===== src/hw/det_chan_pkg.sv =====
// package: constants and carriers for the detector channel status block
package det_chan_pkg;

    // ------------------------------------------------------------
    // sizes and timing
    // ------------------------------------------------------------
    localparam int NUM_POINTS = 16;
    localparam int CLOCK_HZ = 125_000_000;
    localparam int SETTLE_TIME_S = 5;
    localparam int TEST_INTERVAL_S = 15;
    localparam longint SETTLE_CYCLES_L = longint'(SETTLE_TIME_S) * CLOCK_HZ;
    localparam longint TEST_CYCLES_L = longint'(TEST_INTERVAL_S) * CLOCK_HZ;
    localparam int SETTLE_CYCLES = int'(SETTLE_CYCLES_L);
    localparam int TEST_CYCLES = int'(TEST_CYCLES_L);
    localparam int CNT_W = 32;

    // ------------------------------------------------------------
    // reset values
    // ------------------------------------------------------------
    localparam logic [15:0] RST_WORD = 16'h0000;
    localparam logic [15:0] RST_ONES = 16'hffff;

    // ------------------------------------------------------------
    // per-point channel phase
    // ------------------------------------------------------------
    typedef enum logic [1:0]
    {
        PH_LIVE = 2'b00,
        PH_RESET = 2'b01,
        PH_SETTLE = 2'b11
    } phase_e;

    // field condition of all points, from the comparators
    typedef struct packed
    {
        logic [15:0] alarm;
        logic [15:0] open_ckt;
        logic [15:0] short_ckt;
    } field_s;

    // processor control bits for all points
    typedef struct packed
    {
        logic [15:0] chan_reset;
        logic [15:0] alarm_indicator_force;
        logic [15:0] fault_lamp_mask;
        logic [15:0] unconnected;
    } ctrl_s;

endpackage : det_chan_pkg


===== src/hw/det_chan_point.sv =====
// one point: reset phase, settle counter and frozen input value
module det_chan_point
    import det_chan_pkg::*;
#(
    parameter int SETTLE_CNT = SETTLE_CYCLES
)
(
    input wire logic i_clock,
    input wire logic i_rst_b,
    input wire logic i_ce,
    input wire logic i_chan_reset,
    input wire logic i_live_alarm,
    output logic o_loop_power,
    output logic o_frozen,
    output logic o_held_value
);

    phase_e phase_ff;
    logic [CNT_W-1:0] settle_ff;
    logic held_ff;

    // ------------------------------------------------------------
    // phase sequence: live -> reset -> settle -> live
    // ------------------------------------------------------------
    always_ff @(posedge i_clock)
    begin
        if (!i_rst_b)
            phase_ff <= PH_LIVE;
        else if (i_ce)
        begin
            case (phase_ff)
                PH_LIVE:
                    if (i_chan_reset)
                        phase_ff <= PH_RESET;
                PH_RESET:
                    if (!i_chan_reset)
                        phase_ff <= PH_SETTLE;
                PH_SETTLE:
                    if (i_chan_reset)
                        phase_ff <= PH_RESET;
                    else if (settle_ff == CNT_W'(SETTLE_CNT - 1))
                        phase_ff <= PH_LIVE;
                default:
                    phase_ff <= PH_LIVE;
            endcase
        end
    end

    // settle counter runs only while settling
    always_ff @(posedge i_clock)
    begin
        if (!i_rst_b)
            settle_ff <= '0;
        else if (i_ce)
        begin
            if (phase_ff == PH_SETTLE)
                settle_ff <= settle_ff + CNT_W'(1);
            else
                settle_ff <= '0;
        end
    end

    // capture the value reported just before reset
    always_ff @(posedge i_clock)
    begin
        if (!i_rst_b)
            held_ff <= 1'b0;
        else if (i_ce && phase_ff == PH_LIVE)
            held_ff <= i_live_alarm;
    end

    assign o_loop_power = !i_chan_reset;
    assign o_frozen = (phase_ff != PH_LIVE);
    assign o_held_value = held_ff;
endmodule : det_chan_point


===== src/hw/det_chan_status.sv =====
// top: status and control of sixteen fire detector points

module det_chan_status
    import det_chan_pkg::*;
#(
    parameter int SETTLE_CNT = SETTLE_CYCLES,
    parameter int TEST_CNT = TEST_CYCLES
)
(
    input wire logic i_clock,
    input wire logic i_rst_b,
    input wire logic i_ce,
    input wire field_s i_field,
    input wire ctrl_s i_ctrl,
    output logic [15:0] o_input_word,
    output logic [15:0] o_line_ok,
    output logic [15:0] o_loop_power,
    output logic [15:0] o_alarm_lamp,
    output logic [15:0] o_fault_lamp,
    output logic o_self_test
);

    // ------------------------------------------------------------
    // field input synchronisers
    // ------------------------------------------------------------
    field_s meta_ff;
    field_s field_ff;
    logic [15:0] frozen;
    logic [15:0] held;
    logic [15:0] nxt_input;
    logic [15:0] nxt_line_ok;
    logic [15:0] nxt_alarm;
    logic [15:0] nxt_fault;
    logic [CNT_W-1:0] test_ff;

    always_ff @(posedge i_clock)
    begin
        if (!i_rst_b)
        begin
            meta_ff <= '0;
            field_ff <= '0;
        end
        else if (i_ce)
        begin
            meta_ff <= i_field;
            field_ff <= meta_ff;
        end
    end

    // ------------------------------------------------------------
    // per-point reset sequencing
    // ------------------------------------------------------------
    genvar g;
    generate
        for (g = 0; g < NUM_POINTS; g++)
        begin : g_pt
            det_chan_point #(.SETTLE_CNT(SETTLE_CNT)) u_pt
            (
                .i_clock(i_clock),
                .i_rst_b(i_rst_b),
                .i_ce(i_ce),
                .i_chan_reset(i_ctrl.chan_reset[g]),
                .i_live_alarm(field_ff.alarm[g]),
                .o_loop_power(o_loop_power[g]),
                .o_frozen(frozen[g]),
                .o_held_value(held[g])
            );
        end
    endgenerate

    // next values of the reported and displayed bits
    always_comb
    begin
        nxt_input = (frozen & held) | (~frozen & field_ff.alarm);
        nxt_line_ok = ~(field_ff.open_ckt | field_ff.short_ckt)
                      & ~i_ctrl.chan_reset;
        nxt_alarm = (i_ctrl.alarm_indicator_force | field_ff.alarm)
                    & ~i_ctrl.chan_reset;
        nxt_fault = (~nxt_line_ok | i_ctrl.unconnected)
                    & ~i_ctrl.fault_lamp_mask;
    end

    // ------------------------------------------------------------
    // registered outputs, point one in bit zero
    // ------------------------------------------------------------
    always_ff @(posedge i_clock)
    begin
        if (!i_rst_b)
        begin
            o_input_word <= RST_WORD;
            o_line_ok <= RST_ONES;
            o_alarm_lamp <= RST_WORD;
            o_fault_lamp <= RST_WORD;
        end
        else if (i_ce)
        begin
            o_input_word <= nxt_input;
            o_line_ok <= nxt_line_ok;
            o_alarm_lamp <= nxt_alarm;
            o_fault_lamp <= nxt_fault;
        end
    end

    // ------------------------------------------------------------
    // periodic self-test strobe
    // ------------------------------------------------------------

    // true when a free-running count has reached its last value
    function automatic logic at_last(logic [CNT_W-1:0] cnt, int limit);
        return cnt == CNT_W'(limit - 1);
    endfunction : at_last

    always_ff @(posedge i_clock)
    begin
        if (!i_rst_b)
        begin
            test_ff <= '0;
            o_self_test <= 1'b0;
        end
        else if (i_ce)
        begin
            o_self_test <= at_last(test_ff, TEST_CNT);
            if (at_last(test_ff, TEST_CNT))
                test_ff <= '0;
            else
                test_ff <= test_ff + CNT_W'(1);
        end
        else
            o_self_test <= 1'b0;
    end
endmodule : det_chan_status


===== config.mk =====
export PLATFORM = sky130hd
export DESIGN_NAME = det_chan_status
export DESIGN_NICKNAME = d
export VERILOG_FILES = /design/src/hw/det_chan_pkg.sv /design/src/hw/det_chan_point.sv /design/src/hw/det_chan_status.sv
export SDC_FILE = /design/constraint.sdc
export NUM_CORES = 2
export LEC_CHECK = 0
export BUFFER_PORTS_ARGS = -buffer_cell sky130_fd_sc_hd__buf_2
export CORE_AREA = 5 5 259 261
export CTS_CLUSTER_DIAMETER = 120
export DETAILED_ROUTE_END_ITERATION = 12
export DIE_AREA = 0 0 264 266
export GPL_TIMING_DRIVEN = 0
export HOLD_SLACK_MARGIN = 0.03
export PLACE_DENSITY = 0.72
export SYNTH_ARGS = -nofsm -noshare
export SYNTH_HDL_FRONTEND = slang
export SYNTH_SLANG_ARGS = --single-unit

===== constraint.sdc =====
create_clock -name i_clock -period 2 [get_ports i_clock]
set_clock_uncertainty 0.1 [all_clocks]
set_input_delay 0.1 -clock i_clock [delete_from_list [all_inputs] [get_ports i_clock]]
set_output_delay 0.1 -clock i_clock [all_outputs]
set_load 0.02 [all_outputs]

==> run metrics <==
met3 global-route usage=5.901%; Row Count=93; Mapped Area=0.03326 mm^2; DP Area=0.03534 mm^2; commonest cells in the netlist=756 x nor2_1, 753 x dfxtp_1, 282 x nand2_1; Die ar.=0.07022 mm^2; met1 usage in global routing=35.88%; Async S/R FF share, synth=0%; # setup viols final=31; gr ovfl total=0; layout cells sized above 1=17.89%; filler cell count=5290; Slew @ Worst Pin=1058 ps; CP cell instances=nand3_4 > or4b_4 > or4_4 > o2111a_1 > o21a_1; Max Fclk=476.7 MHz; cts bufs inserted=82; CTS Buffer Depth=3; prevailing post-synth register cell=dfxtp_1; Total Routing Usage GR=27.07%; DR vias/cell=5.763; Crit. End Element=register; RSZ-0062 raised after global routing=yes; antenna violations before repair=7; Crit-path slowest cell=or4b_4; Synth area leader=dfxtp_1; Final period util=104.9%; P per Cell Area=790.9 mW/mm^2; post-synthesis cell type count=59; kind of critical path=reg -> reg; antenna viol nets, final=0; Worst setup SP type=register; CP Data Arrival Time=2530 ps; DRC viols=0; failing checks=setup timing; Mapped Nets=4025; most frequent cell after synthesis=nor2_1; I/O pin total=196; Synth area leaders=dfxtp_1 45%, nor2_1 8.5%, xor2_1 6.3%, xnor2_1 6.1%, mux2i_1 3.6%; Skew-Pair Late Insertion Delay=640 ps; final worst slack=-97.65 ps; Pre-antenna DRT Iters=6; global-route wire length before repair=154300 um; GR Util met2=43.73%; Max-slew headroom=29.45%; synthesized instance count=3893; DR iter-0 viols=2899; vias in the first global route=28060; Final Cell Area=0.04144 mm^2; final net count=4492; Post-synth EDFFs=0; buffers added on ports=193; initial cell density of the core=51.79%; Routed WL=101800 um; CP max FO=4; synth warn=0; delay of the slowest critical-path stage=510 ps; Core Area=0.06423 mm^2; Worst EP required=2430 ps; Synth-to-Final Area Change=24.58%; final hold vios=0; maximum vdd drop=0.7306 mV; Synth top area share=45.32%; largest net degree at the start of global routing=15; clock sinks=753; register clock-pin slew on the reported worst setup and hold paths=60 ps; H-tree levels=3; routability congestion estimate=0.8954; chip height=266 um; global routing's busiest layer=met2; Max Cap Violations=0; DP Wirelength=67510 um; CTS tree=built; root buffer cell=clkbuf_16; Horiz. Die Dim=264 um; Min Clock Period, post-route=2098 ps; status=finished with violations; wire per inst=19.26 um; fin. max-slew vios=0; Yosys reg bits=753; Vias=30460; Mean Syn Cell Area=8.545 um^2; pre-CTS setup slack=-2140 ps; Leak=14.76 nW; sequential area share after synthesis=45.32%; Hold Path Class=in -> reg
-- sequential cells by signal, summed over array words and instances (netlist names), 32 cells and up --
signal / cells
g_pt.u_pt.settle_ff: 512
meta_ff: 48
g_pt.u_pt.phase_ff: 32
test_ff: 32
field_ff: 48
-- report_power, final --
| group | switching, mW | internal (mW) | total (mW) |
|---|---|---|---|
| Combinational | 1.30 | 0.695 | 1.99 |
| Clock | 6.33 | 9.03 | 15.4 |
| Sequential | 0.222 | 15.2 | 15.4 |
-- timing repair --
action                                  in CTS  in global routing
hold buffers                               113                  0
pin swaps                                   38                 81
buffers inserted                            49                 38
cloned                                       2                  0
endpoints found under the setup margin     692                320
endpoints found under the hold margin      128                  0
resized for setup                          217                241
-- per-layer routing --
layer	up-vias	wire length, um
met5	-	51
li1	14480	-
met1	14490	41940
met2	1202	46210
met3	277	9234
met4	8	4340
-- logic make-up (layout without fill, tap and decap cells) --
| group | count (synthesis) | count (layout) | synth area share [%] |
|---|---|---|---|
| and+or+nand+nor | 1990 | 1990 | 29.90 |
| DFF | 753 | 753 | 45.32 |
| xor gates and xnor gates | 469 | 469 | 12.35 |
| AOI/OAI and AO/OA | 279 | 279 | 4.852 |
| buffers and inverters | 265 | 799 | 3.329 |
| muxes | 120 | 120 | 3.611 |
| adders and majority gates | 17 | 17 | 0.6394 |
| other | 0 | 3 | 0 |
-- path summary, 6_finish.rpt --
check                                            from  slack, ps  cells after the start                                      end
max reg2reg  g_pt[13].u_pt.settle_ff[12]$_SDFFE_PN0P_       -100                      5   g_pt[13].u_pt.phase_ff[1]$_SDFFE_PN0P_
min                                              i_ce        100                      6  g_pt[15].u_pt.settle_ff[6]$_SDFFE_PN0P_
max          g_pt[13].u_pt.settle_ff[12]$_SDFFE_PN0P_       -100                      5   g_pt[13].u_pt.phase_ff[1]$_SDFFE_PN0P_
min reg2reg    g_pt[1].u_pt.o_held_value$_SDFFE_PN0P_        360                      2   g_pt[1].u_pt.o_held_value$_SDFFE_PN0P_
-- worst max-delay path, delay by kind of cell, from the launching register on --
| family | cells | cell delay, ps |
|---|---|---|
| simple gates | 3 | 1110 |
| compound gates | 2 | 440 |
| flops | 1 | 360 |
-- cell usage in the layout (no fill, tap or decap), types with 20 or more instances in the layout --
master	n
a21oi_1	116
and2_1	22
and3_1	75
and4_1	63
buf_1	32
buf_2	207
buf_4	114
clkbuf_1	55
clkbuf_16	85
clkbuf_2	36
clkbuf_8	24
clkinv_2	20
dfxtp_1	665
dfxtp_2	61
dfxtp_4	27
dlygate4sd3_1	113
inv_1	81
mux2i_1	120
nand2_1	281
nand3_1	177
nand4_1	189
nor2_1	737
nor3_1	94
nor4_1	41
nor4_2	38
nor4_4	22
nor4b_1	25
o21ai_0	85
or3_1	55
xnor2_1	231
xor2_1	238
-- per-stage QoR --
| stage | util [%] | hold WS, ps | power [mW] | instances | TNS [ps] |
|---|---|---|---|---|---|
| after global placement | 55.02 | 199.1 | 17.43 | 4941 | -829830 |
| after CTS | 62.91 | 58.36 | 32.86 | 5251 | -1569 |
| after floorplan | - | 115.6 | 16.63 | 3893 | -128.1 |
| final | 64.52 | 96.68 | 32.77 | 5285 | -2096 |
| after global routing | 64.51 | 87.43 | 33.64 | 5284 | -4172 |
| after detailed placement | 55.02 | 208.4 | 17.46 | 4941 | -840310 |
-- area by class of cell --
type | instances | area [um^2] | area share (%)
Sequential cell | 753 | 15250 | 36.81
Tap cell | 855 | 1070 | 2.582
Timing Repair Buffer | 395 | 2780 | 6.709
Clock inverter | 30 | 272.8 | 0.6582
Multi-Input combinational cell | 2875 | 18320 | 44.21
Antenna cell | 3 | 7.507 | 0.01812
Clock buffer | 121 | 2482 | 5.990
Inverter | 82 | 307.8 | 0.7428
Buffer | 171 | 947.2 | 2.286
(Power assumes the default switching activity.)
